File: src/rtl/ifd_params.svh
// Purpose: constants of the instruction format decoder
// Assumes: included by bare name
// Notes: field positions, reset values and table defaults
`ifndef IFD_PARAMS_SVH
`define IFD_PARAMS_SVH

`define IFD_OP1_LSB 12
`define IFD_DST_LSB 8
`define IFD_OP2_LSB 4
`define IFD_SRC_LSB 0
`define IFD_BYTE_SIGN 7
`define IFD_WORD_BYTES 16'h0002
`define IFD_RST_WORD 16'h0000
`define IFD_RST_DWORD 32'h0000_0000
`define IFD_BASE_IMM 4'h0
`define IFD_BASE_PCREL 4'h1
`define IFD_BASE_ABS 4'h2
`define IFD_FMT_MAP_DEF 32'h0faa_0500
`define IFD_TW_OP2_DEF 16'h0001
`define IFD_IN_OP2_DEF 16'h4000
`define IFD_OUT_OP2_DEF 16'h8000
`define IFD_BYTE_OP2_DEF 16'h0000
`define IFD_DBL_OP2_DEF 16'h0010

`endif

File: src/rtl/ifd_pkg.sv
// Purpose: types shared by the decoder and its register file
// Assumes: nothing
// Notes: bit 0 is always the least significant bit
package ifd_pkg;
  typedef logic [7:0] ifd_byte_t;
  typedef logic [15:0] ifd_word_t;
  typedef logic [31:0] ifd_dword_t;
  typedef logic [3:0] ifd_reg_t;
  typedef enum logic [2:0] {IFD_FMT_RR, IFD_FMT_RN, IFD_FMT_RI, IFD_FMT_RL, IFD_FMT_TW} ifd_fmt_e;
  typedef enum logic [1:0] {IFD_S_IDLE, IFD_S_WAIT2, IFD_S_ISSUE} ifd_state_e;
  typedef struct packed {
    ifd_state_e st;
    logic fw_ready;
    logic next_req;
    logic iss_valid;
    ifd_fmt_e fmt;
    logic [3:0] op1;
    logic [3:0] op2;
    ifd_reg_t dst;
    ifd_reg_t src;
    logic [3:0] cnt;
    ifd_word_t short_literal;
    ifd_word_t displacement_word;
    ifd_word_t ea;
    ifd_word_t addr;
    ifd_word_t opa;
    ifd_word_t opb;
    ifd_word_t bytea;
    ifd_dword_t dbla;
    ifd_dword_t dblb;
    logic imm;
    logic io_in;
    logic io_out;
    logic byte_mem;
    logic dbl;
    logic misalign;
  } ifd_state_s;
endpackage

File: src/rtl/ifd_rf_if.sv
// Purpose: read and write paths between decoder and register file
// Assumes: one clock domain
// Notes: four read ports cover register pairs of two operands
`timescale 1ns/1ps
interface ifd_rf_if;
  import ifd_pkg::*;
  ifd_reg_t ra_idx;
  ifd_reg_t rb_idx;
  ifd_word_t ra_data;
  ifd_word_t ra1_data;
  ifd_word_t rb_data;
  ifd_word_t rb1_data;
  logic wr_en;
  ifd_reg_t wr_idx;
  ifd_word_t wr_data;
  modport dec (output ra_idx, output rb_idx, output wr_en, output wr_idx, output wr_data,
    input ra_data, input ra1_data, input rb_data, input rb1_data);
  modport rf (input ra_idx, input rb_idx, input wr_en, input wr_idx, input wr_data,
    output ra_data, output ra1_data, output rb_data, output rb1_data);
endinterface

File: src/rtl/ifd_regfile.sv
// Purpose: sixteen general registers of sixteen bits
// Assumes: writes come from the execution datapath
// Notes: reads are combinational; pair partner wraps from 15 to 0
`timescale 1ns/1ps
`include "ifd_params.svh"
module ifd_regfile
  import ifd_pkg::*;
#(
  parameter int NREGS = 16
)(
  input wire logic clock_i,
  input wire logic rst_i,
  input wire logic ce_i,
  ifd_rf_if.rf rf
);
  ifd_word_t regs [NREGS];

  ////////////////////////////////////////////////////////////////////////
  always_ff @(posedge clock_i or posedge rst_i) begin
    if (rst_i) begin
      for (int i = 0; i < NREGS; i++) begin
        regs[i] <= `IFD_RST_WORD;
      end
    end else if (ce_i && rf.wr_en) begin
      regs[rf.wr_idx] <= rf.wr_data;
    end
  end

  ////////////////////////////////////////////////////////////////////////
  // more significant register first, its partner is index plus one
  assign rf.ra_data = regs[rf.ra_idx];
  assign rf.ra1_data = regs[ifd_reg_t'(rf.ra_idx + 4'h1)];
  assign rf.rb_data = regs[rf.rb_idx];
  assign rf.rb1_data = regs[ifd_reg_t'(rf.rb_idx + 4'h1)];
endmodule

File: src/rtl/ifd_decoder.sv
// Purpose: decodes one- and two-word instructions for the datapath
// Assumes: fetch and datapath on clock_i; opcode tables are parameters
// Notes: operands are read when the first word is taken; two-word opb is read again with the second word
//
// Overview of operation
// - every instruction is one or two words; length comes from opcodes
// - instructions start on even byte addresses; an odd start is still decoded and flagged on iss_misalign_o
// - bytes are eight bits, bit 0 lowest, bit 7 highest
// - words are sixteen bits, bit 0 lowest, two's complement
// - a word is addressed by its high byte at the even address
// - a double value is 32 bits addressed by its high word's high byte
// - sixteen general registers of sixteen bits, two's complement
// - register byte operations use bits 7:0, bit 7 is sign
// - double operands are register pairs named by the upper register
// - register-register: opcode, first reg, opcode, second reg nibbles
// - both registers are operands, first register receives result
// - input: first register is destination, second holds source address
// - output: second register holds target address, first is source
// - single-register: low nibble is repeat count for named register
// - immediate: opcode, register, eight-bit literal; register is destination
// - relative: low byte is displacement from the advanced counter
// - relative displacement is signed, about 128 instructions either way
// - two-word: first word has fields, second word a displacement
// - second word meaning follows the base register field
// - base 0 immediate, 1 counter relative, 2 absolute, 3-15 indexed
// - word operand addresses drop bit 0 except memory byte accesses
`timescale 1ns/1ps
`include "ifd_params.svh"
module ifd_decoder
  import ifd_pkg::*;
#(
  parameter logic [31:0] FMT_MAP = `IFD_FMT_MAP_DEF,
  parameter logic [15:0] TW_OP2 = `IFD_TW_OP2_DEF,
  parameter logic [15:0] IN_OP2 = `IFD_IN_OP2_DEF,
  parameter logic [15:0] OUT_OP2 = `IFD_OUT_OP2_DEF,
  parameter logic [15:0] BYTE_OP2 = `IFD_BYTE_OP2_DEF,
  parameter logic [15:0] DBL_OP2 = `IFD_DBL_OP2_DEF
)(
  input wire logic clock_i,
  input wire logic rst_i,
  input wire logic ce_i,
  input wire logic fw_valid_i,
  input wire logic [15:0] fw_word_i,
  input wire logic [15:0] fw_addr_i,
  output logic fw_ready_o,
  output logic fetch_next_o,
  input wire logic wr_en_i,
  input wire logic [3:0] wr_idx_i,
  input wire logic [15:0] wr_data_i,
  input wire logic iss_ready_i,
  output logic iss_valid_o,
  output ifd_fmt_e iss_fmt_o,
  output logic [3:0] iss_op1_o,
  output logic [3:0] iss_op2_o,
  output logic [3:0] iss_dst_o,
  output logic [3:0] iss_src_o,
  output logic [3:0] iss_count_o,
  output logic [15:0] iss_lit_o,
  output logic [15:0] iss_displacement_word_o,
  output logic [15:0] iss_ea_o,
  output logic [15:0] iss_opnd_a_o,
  output logic [15:0] iss_opnd_b_o,
  output logic [15:0] iss_byte_a_o,
  output logic [31:0] iss_dbl_a_o,
  output logic [31:0] iss_dbl_b_o,
  output logic iss_imm_o,
  output logic iss_io_in_o,
  output logic iss_io_out_o,
  output logic iss_byte_mem_o,
  output logic iss_dbl_o,
  output logic iss_misalign_o
);

  ////////////////////////////////////////////////////////////////////////
  // helpers

  // two's complement sum, carry out is dropped on purpose
  function automatic ifd_word_t ifd_add(input ifd_word_t a, input ifd_word_t b);
    ifd_add = ifd_word_t'(a + b);
  endfunction

  // sign extension of a byte, bit 7 is the sign
  function automatic ifd_word_t ifd_sext8(input ifd_byte_t b);
    ifd_sext8 = {{8{b[`IFD_BYTE_SIGN]}}, b};
  endfunction

  // word data sits at the even byte, so bit 0 is dropped
  function automatic ifd_word_t ifd_even(input ifd_word_t a);
    ifd_even = {a[15:1], 1'b0};
  endfunction

  // four-bit field at a given low bit
  function automatic logic [3:0] ifd_nib(input ifd_word_t w, input int lsb);
    ifd_nib = w[lsb +: 4];
  endfunction

  function automatic ifd_fmt_e ifd_fmt_of(input logic [1:0] code, input logic two);
    ifd_fmt_of = IFD_FMT_RR;
    case (code)
      2'h1: ifd_fmt_of = IFD_FMT_RN;
      2'h2: ifd_fmt_of = IFD_FMT_RI;
      2'h3: ifd_fmt_of = IFD_FMT_RL;
      default: ifd_fmt_of = two ? IFD_FMT_TW : IFD_FMT_RR;
    endcase
  endfunction

  ////////////////////////////////////////////////////////////////////////
  // register file

  ifd_rf_if rf ();

  ifd_regfile #(
    .NREGS(16)
  ) u_regfile (
    .clock_i(clock_i),
    .rst_i(rst_i),
    .ce_i(ce_i),
    .rf(rf.rf)
  );

  ifd_state_s s;
  ifd_state_s next_s;

  // first word picks registers directly, later cycles use held fields
  assign rf.ra_idx = (s.st == IFD_S_IDLE) ? ifd_nib(fw_word_i, `IFD_DST_LSB) : s.dst;
  assign rf.rb_idx = (s.st == IFD_S_IDLE) ? ifd_nib(fw_word_i, `IFD_SRC_LSB) : s.src;
  assign rf.wr_en = wr_en_i;
  assign rf.wr_idx = wr_idx_i;
  assign rf.wr_data = wr_data_i;

  ////////////////////////////////////////////////////////////////////////
  // first word field split

  logic [3:0] f_op1;
  logic [3:0] f_op2;
  logic [3:0] f_dst;
  logic [3:0] f_src;
  logic [1:0] f_code;
  logic f_two;
  ifd_word_t f_pc;
  ifd_word_t f_low;

  always_comb begin
    f_op1 = ifd_nib(fw_word_i, `IFD_OP1_LSB);
    f_dst = ifd_nib(fw_word_i, `IFD_DST_LSB);
    f_op2 = ifd_nib(fw_word_i, `IFD_OP2_LSB);
    f_src = ifd_nib(fw_word_i, `IFD_SRC_LSB);
    f_code = FMT_MAP[{f_op1, 1'b0} +: 2];
    f_two = (f_code == 2'h0) && TW_OP2[f_op2];
    // counter already points at the following word
    f_pc = ifd_add(fw_addr_i, `IFD_WORD_BYTES);
    f_low = ifd_sext8(fw_word_i[7:0]);
  end

  ////////////////////////////////////////////////////////////////////////
  // sequencing and decode

  always_comb begin
    next_s = s;
    next_s.next_req = 1'b0;
    case (s.st)
      IFD_S_IDLE: begin
        if (fw_valid_i && s.fw_ready) begin
          next_s.fmt = ifd_fmt_of(f_code, f_two);
          next_s.op1 = f_op1;
          next_s.op2 = f_op2;
          next_s.dst = f_dst;
          next_s.src = f_src;
          next_s.addr = fw_addr_i;
          next_s.misalign = fw_addr_i[0];
          next_s.cnt = 4'h0;
          next_s.short_literal = `IFD_RST_WORD;
          next_s.displacement_word = `IFD_RST_WORD;
          next_s.ea = `IFD_RST_WORD;
          next_s.imm = 1'b0;
          next_s.io_in = 1'b0;
          next_s.io_out = 1'b0;
          next_s.byte_mem = 1'b0;
          next_s.dbl = 1'b0;
          // register operands, result goes to the first register
          next_s.opa = rf.ra_data;
          next_s.opb = rf.rb_data;
          next_s.bytea = ifd_sext8(rf.ra_data[7:0]);
          next_s.dbla = {rf.ra_data, rf.ra1_data};
          next_s.dblb = {rf.rb_data, rf.rb1_data};
          case (f_code)
            2'h1: begin
              next_s.cnt = f_src;
            end
            2'h2: begin
              next_s.short_literal = f_low;
            end
            2'h3: begin
              // displacement counts words, so shift to bytes
              next_s.displacement_word = f_low;
              next_s.ea = ifd_add(f_pc, {f_low[14:0], 1'b0});
            end
            default: begin
              next_s.dbl = DBL_OP2[f_op2];
              next_s.byte_mem = f_two && BYTE_OP2[f_op2];
              if (!f_two && IN_OP2[f_op2]) begin
                next_s.io_in = 1'b1;
                next_s.ea = ifd_even(rf.rb_data);
              end else if (!f_two && OUT_OP2[f_op2]) begin
                next_s.io_out = 1'b1;
                next_s.ea = ifd_even(rf.rb_data);
              end
            end
          endcase
          if (f_two) begin
            next_s.st = IFD_S_WAIT2;
            next_s.next_req = 1'b1;
            next_s.fw_ready = 1'b1;
          end else begin
            next_s.st = IFD_S_ISSUE;
            next_s.fw_ready = 1'b0;
            next_s.iss_valid = 1'b1;
          end
        end else begin
          next_s.fw_ready = 1'b1;
        end
      end
      IFD_S_WAIT2: begin
        // fields stay held until the displacement word turns up
        if (fw_valid_i) begin
          next_s.displacement_word = fw_word_i;
          next_s.opb = rf.rb_data;
          case (s.src)
            `IFD_BASE_IMM: begin
              next_s.imm = 1'b1;
              next_s.opb = fw_word_i;
              next_s.ea = ifd_add(s.addr, `IFD_WORD_BYTES);
            end
            `IFD_BASE_PCREL: begin
              next_s.ea = ifd_add(ifd_add(s.addr, `IFD_WORD_BYTES), fw_word_i);
            end
            `IFD_BASE_ABS: begin
              next_s.ea = fw_word_i;
            end
            default: begin
              next_s.ea = ifd_add(fw_word_i, rf.rb_data);
            end
          endcase
          // word data lives at the even byte; byte moves keep bit 0
          if (!s.byte_mem && s.src != `IFD_BASE_IMM) begin
            next_s.ea = ifd_even(next_s.ea);
          end
          next_s.st = IFD_S_ISSUE;
          next_s.fw_ready = 1'b0;
          next_s.iss_valid = 1'b1;
        end
      end
      IFD_S_ISSUE: begin
        // operands captured at decode: a write landing before issue is
        // not seen, the datapath must forward it
        if (iss_ready_i) begin
          next_s.iss_valid = 1'b0;
          next_s.st = IFD_S_IDLE;
          next_s.fw_ready = 1'b1;
        end
      end
      default: begin
        next_s.st = IFD_S_IDLE;
        next_s.iss_valid = 1'b0;
        next_s.fw_ready = 1'b0;
      end
    endcase
  end

  ////////////////////////////////////////////////////////////////////////
  // state register, frozen while ce_i is low

  always_ff @(posedge clock_i or posedge rst_i) begin
    if (rst_i) begin
      s <= '0;
    end else if (ce_i) begin
      s <= next_s;
    end
  end

  ////////////////////////////////////////////////////////////////////////
  // outputs, all straight from the state register

  assign fw_ready_o = s.fw_ready;
  assign fetch_next_o = s.next_req;
  assign iss_valid_o = s.iss_valid;
  assign iss_fmt_o = s.fmt;
  assign iss_op1_o = s.op1;
  assign iss_op2_o = s.op2;
  assign iss_dst_o = s.dst;
  assign iss_src_o = s.src;
  assign iss_count_o = s.cnt;
  assign iss_lit_o = s.short_literal;
  assign iss_displacement_word_o = s.displacement_word;
  assign iss_ea_o = s.ea;
  assign iss_opnd_a_o = s.opa;
  assign iss_opnd_b_o = s.opb;
  assign iss_byte_a_o = s.bytea;
  assign iss_dbl_a_o = s.dbla;
  assign iss_dbl_b_o = s.dblb;
  assign iss_imm_o = s.imm;
  assign iss_io_in_o = s.io_in;
  assign iss_io_out_o = s.io_out;
  assign iss_byte_mem_o = s.byte_mem;
  assign iss_dbl_o = s.dbl;
  assign iss_misalign_o = s.misalign;
endmodule

File: config.mk
export PLATFORM = sky130hd
export DESIGN_NAME = ifd_decoder
export DESIGN_NICKNAME = d
export VERILOG_FILES = /design/src/rtl/ifd_pkg.sv /design/src/rtl/ifd_rf_if.sv /design/src/rtl/ifd_regfile.sv /design/src/rtl/ifd_decoder.sv
export VERILOG_INCLUDE_DIRS = /design/src /design/src/rtl
export SDC_FILE = /design/constraint.sdc
export NUM_CORES = 1
export LEC_CHECK = 0
export ABC_CLOCK_PERIOD_IN_PS = 18000
export BUFFER_PORTS_ARGS = -buffer_cell sky130_fd_sc_hd__buf_4
export CORE_UTILIZATION = 55
export DETAILED_ROUTE_END_ITERATION = 8
export PLACE_DENSITY = 0.78
export RECOVER_POWER = 25
export SYNTH_ARGS = -nofsm -noshare
export SYNTH_HDL_FRONTEND = slang
export SYNTH_SLANG_ARGS = --single-unit
File: constraint.sdc
create_clock -name clock_i -period 18 [get_ports clock_i]
set_input_delay 2.7 -clock clock_i [delete_from_list [all_inputs] [get_ports clock_i]]
set_output_delay 2.7 -clock clock_i [all_outputs]
set_load 0.02 [all_outputs]
==> results.py <==
metrics = {
    "run_status": {
        "status": "finished with violations",
        "violations": "capacitance limit, slew limit",
    },
    "place": {
        "portBuffers": 248,
        "dpl.hpwl_um": 63100,
        "dpl-instance-area_sq_um": 29800,
        "post-place-ws_ps": 9540,
        "gp_congestion": 0.999,
    },
    "route": {
        "wl_per_cell_um": 27.5,
        "drt_iter0_markers": 3180,
        "drc": 0,
        "drt-total-wl_um": 97000,
        "vias": 24100,
        "detail-route-antenna-nets": 0,
        "first_pass_iters": 9,
        "viasPerCell": 6.83,
    },
    "synthesis": {
        "synth_nets": 2973,
        "synth_most_common_cell": "nand2_1",
        "synth_edf_count": 0,
        "synth_seq_cells": 424,
        "avgSynthCellArea_sq_um": 10.1,
        "ys_top_cells_by_count": "nand2_1 (653), dfrtp_1 (424), mux2_2 (306), buf_4 (206), mux4_2 (145)",
        "syn_inst": 2867,
        "yosysUniqueCellTypes": 74,
        "syn-cell-area_sq_um": 28900,
        "synth.top_cell.area_share_pct": 36.7,
        "synth_area_leaders": "dfrtp_1 (37%), mux2_2 (12%), mux4_2 (11%)",
        "yosys_warnings": 0,
        "yosysSeqAreaShare_pct": 36.7,
        "synthFlopType": "dfrtp_1",
        "yosys.area.top_type": "dfrtp_1",
        "synthArstFlopShare_pct": 100,
    },
    "sta": {
        "hold_ws_ps": 475,
        "slew_headroom_pct": -304,
        "timing.final.crit_share_pct": 45.5,
        "slew_viol_final": 275,
        "rsz0062_at_grt": "no",
        "fin_crit_ps": 8190,
        "skew_ps": 12.1,
        "worstMarginPinSlew_ps": 6060,
        "max_freq_ghz": 0.122,
        "finalSetupViolCount": 0,
        "fin_tns_setup_ps": 0,
        "worst_slack_ps": 9810,
        "hold_violations": 0,
    },
    "global_route": {
        "grt.overflow.total": 0,
        "grt_pass1_wl_um": 145000,
        "antenna_found_initial": 2,
        "grt_pass1_vias": 23400,
        "track_usage_pct": 36.1,
        "grt_max_degree": 142,
    },
    "die": {
        "die_h_um": 231,
        "die-area_sq_um": 53500,
        "num_rows": 83,
        "start_util_pct": 56.0,
        "boundaryPins": 250,
        "core_area_sq_um": 51600,
        "dieWidth_um": 231,
    },
    "cells_and_area": {
        "fin_nets": 2918,
        "drive_above_1_share_pct": 30.4,
        "area_growth_pct": 8.61,
        "design_area_sq_um": 31400,
    },
    "setup_path": {
        "crit_fanout": 51,
        "crit_end": "iss_ea_o[14]$_DFFE_PP0P_",
        "crit_slowest_cell": "o31ai_1",
        "cp_common_cell": "o21ai_0",
        "cp.required_ps": 18460,
        "r2r_start": "s[208]$_DFFE_PP0P_",
        "rrSetupSlack_ps": 11390,
        "crit_chain": "buf_4 > nor3b_4 > nor2_4 > buf_4 > clkinv_2 > nand2_1 > and3_1 > a311oi_1 > o31ai_1 > o21ai_0 > ha_1 > o21ai_0 > o21ai_0 > a311oi_1 > o21ai_0 > o21ai_0 > mux2i_1 > o2111a_1 > a21oi_1",
        "cpPeakStageDelay_ps": 1090,
        "worstSetupStartpointType": "input port",
        "worstSetupStartpoint": "fw_word_i[1]",
        "critPathKind": "in -> reg",
        "cp-end-kind": "register",
        "cp.arrival_ps": 8650,
        "r2r-end": "iss_ea_o[14]$_DFFE_PP0P_",
        "r2r_cells": 18,
    },
    "clocking": {
        "clock_latency_ps": 600,
        "cts_tree": "yes",
        "cts-buffers-inserted": 46,
        "htree_levels": 2,
        "cts_setup_buffers": 0,
        "root_buffer": "clkbuf_16",
        "numClockSinks": 424,
        "clk_pin_slew_worst_paths_ps": 60,
        "ctsResizeCount": 0,
        "clockBufferDepth": 3,
        "ctsHoldBuffers": 0,
    },
    "power": {
        "powerDensity_nw_per_um2": 159,
        "max-vdd-ir-drop_mv": 0.0725,
        "power.leakage_uw": 0.0138,
    },
    "worst_hold_path": {
        "worst_hold_path.num_cells": 2,
        "hp-class": "reg -> reg",
    },
    "run": {
        "max_cap_violations": 9,
    },
}
## worst min-delay path by stage
stage / slack [ps] / startpoint / to
final: 470 / iss_lit_o[5]$_DFFE_PP0P_ / iss_lit_o[5]$_DFFE_PP0P_
after global routing: 500 / iss_lit_o[5]$_DFFE_PP0P_ / iss_lit_o[5]$_DFFE_PP0P_
after CTS: 470 / iss_lit_o[5]$_DFFE_PP0P_ / iss_lit_o[5]$_DFFE_PP0P_
after detailed placement: 460 / iss_lit_o[5]$_DFFE_PP0P_ / iss_lit_o[5]$_DFFE_PP0P_
after global placement: 460 / iss_lit_o[5]$_DFFE_PP0P_ / iss_lit_o[5]$_DFFE_PP0P_
after floorplan: 440 / iss_lit_o[0]$_DFFE_PP0P_ / iss_lit_o[0]$_DFFE_PP0P_
## cell usage in the layout, fill, tap and decap left out, types with 8 or more instances in the layout
cell type  netlist  layout
nand2_1        653     652
a21oi_1         29      28
buf_4          206     286
a211oi_1        50      50
ha_1            46      44
xor2_1          15      15
mux4_2         145     145
clkbuf_16        0      47
o21ai_0         96      96
mux2_2         306     306
nand2b_1        16      15
o21ai_1         53      52
dfrtp_1        424     424
a311oi_1        61      61
inv_1           14      12
clkbuf_1       128      12
o31ai_1         31      31
and3_1         104     104
a22o_1          11      11
a31oi_1         39      39
clkinv_2         0      16
xnor2_1         20      16
nor2_1          69      60
a2bb2oi_1        8       8
nand3_1         37      36
clkbuf_8         0       9
nor3_1          21      21
o211ai_1        16      16
o21a_1          15      15
mux2i_1        103      99
## cell type report
class | instances | area, sq um
fillers | 4122 | 20200
multi-input cells | 2024 | 16000
flip-flops and latches | 424 | 10600
repair buffers | 298 | 2230
clock buffers | 59 | 1310
well taps | 680 | 851
clock inverters | 26 | 317
inverters | 18 | 72.6
diodes | 1 | 2.50
## registers in the layout, summed over array words and instances, names as in the netlist, 8 cells and up
register and flops:
iss_dbl_b_o 32, iss_dbl_a_o 16, iss_lit_o 8, s 18, u_regfile.regs 256, iss_opnd_a_o 16
iss_opnd_b_o 16, iss_ea_o 16, iss_displacement_word_o 16
## power by group
part           internal (uW)  switching, uW  total [uW]
clock network            615            413        1030
logic                   1040           1380        2420
registers               1210            326        1540
total                   2860           2120        4980
## per-stage QoR
step / cells / power, uW / utilization [%]
final: 3530 / 4980 / 60.8
after global placement: 3444 / 3830 / 57.7
after floorplan: 2867 / 3260 / -
after CTS: 3529 / 4930 / 60.9
after detailed placement: 3444 / 3900 / 57.7
after global routing: 3529 / 5190 / 60.8
## per-layer routing
layer / vias to the layer above / wire length (um) / track usage (%)
met3: 405 / 10400 / 8.23
met1: 11900 / 36200 / 46.8
met4: 2 / 6510 / 22.1
met5: - / 11 / 0
met2: 1680 / 43800 / 55.2
li1: 10100 / - / -
## worst max-delay path: cells and delay by family
kind            cells  cell delay (ps)
compound gates     10             3040
fa+ha+maj           1              390
buf+inv             3             1380
mux                 1              220
simple gates        4              830
## cells by family (layout without fill, tap and decap cells)
group / count (synthesis) / in the layout / share of synthesized area (%)
and+or+nand+nor: 930 / 930 / 13.9
adders and majority gates: 48 / 48 / 2.13
muxes: 558 / 558 / 27.0
DFF: 424 / 424 / 36.7
buffers and inverters: 419 / 401 / 8.55
other: 1 / 2 / 0.0130
xor gates and xnor gates: 35 / 35 / 1.06
AOI/OAI and AO/OA: 452 / 452 / 10.6
Note: power is estimated with default switching activity, not from simulation.
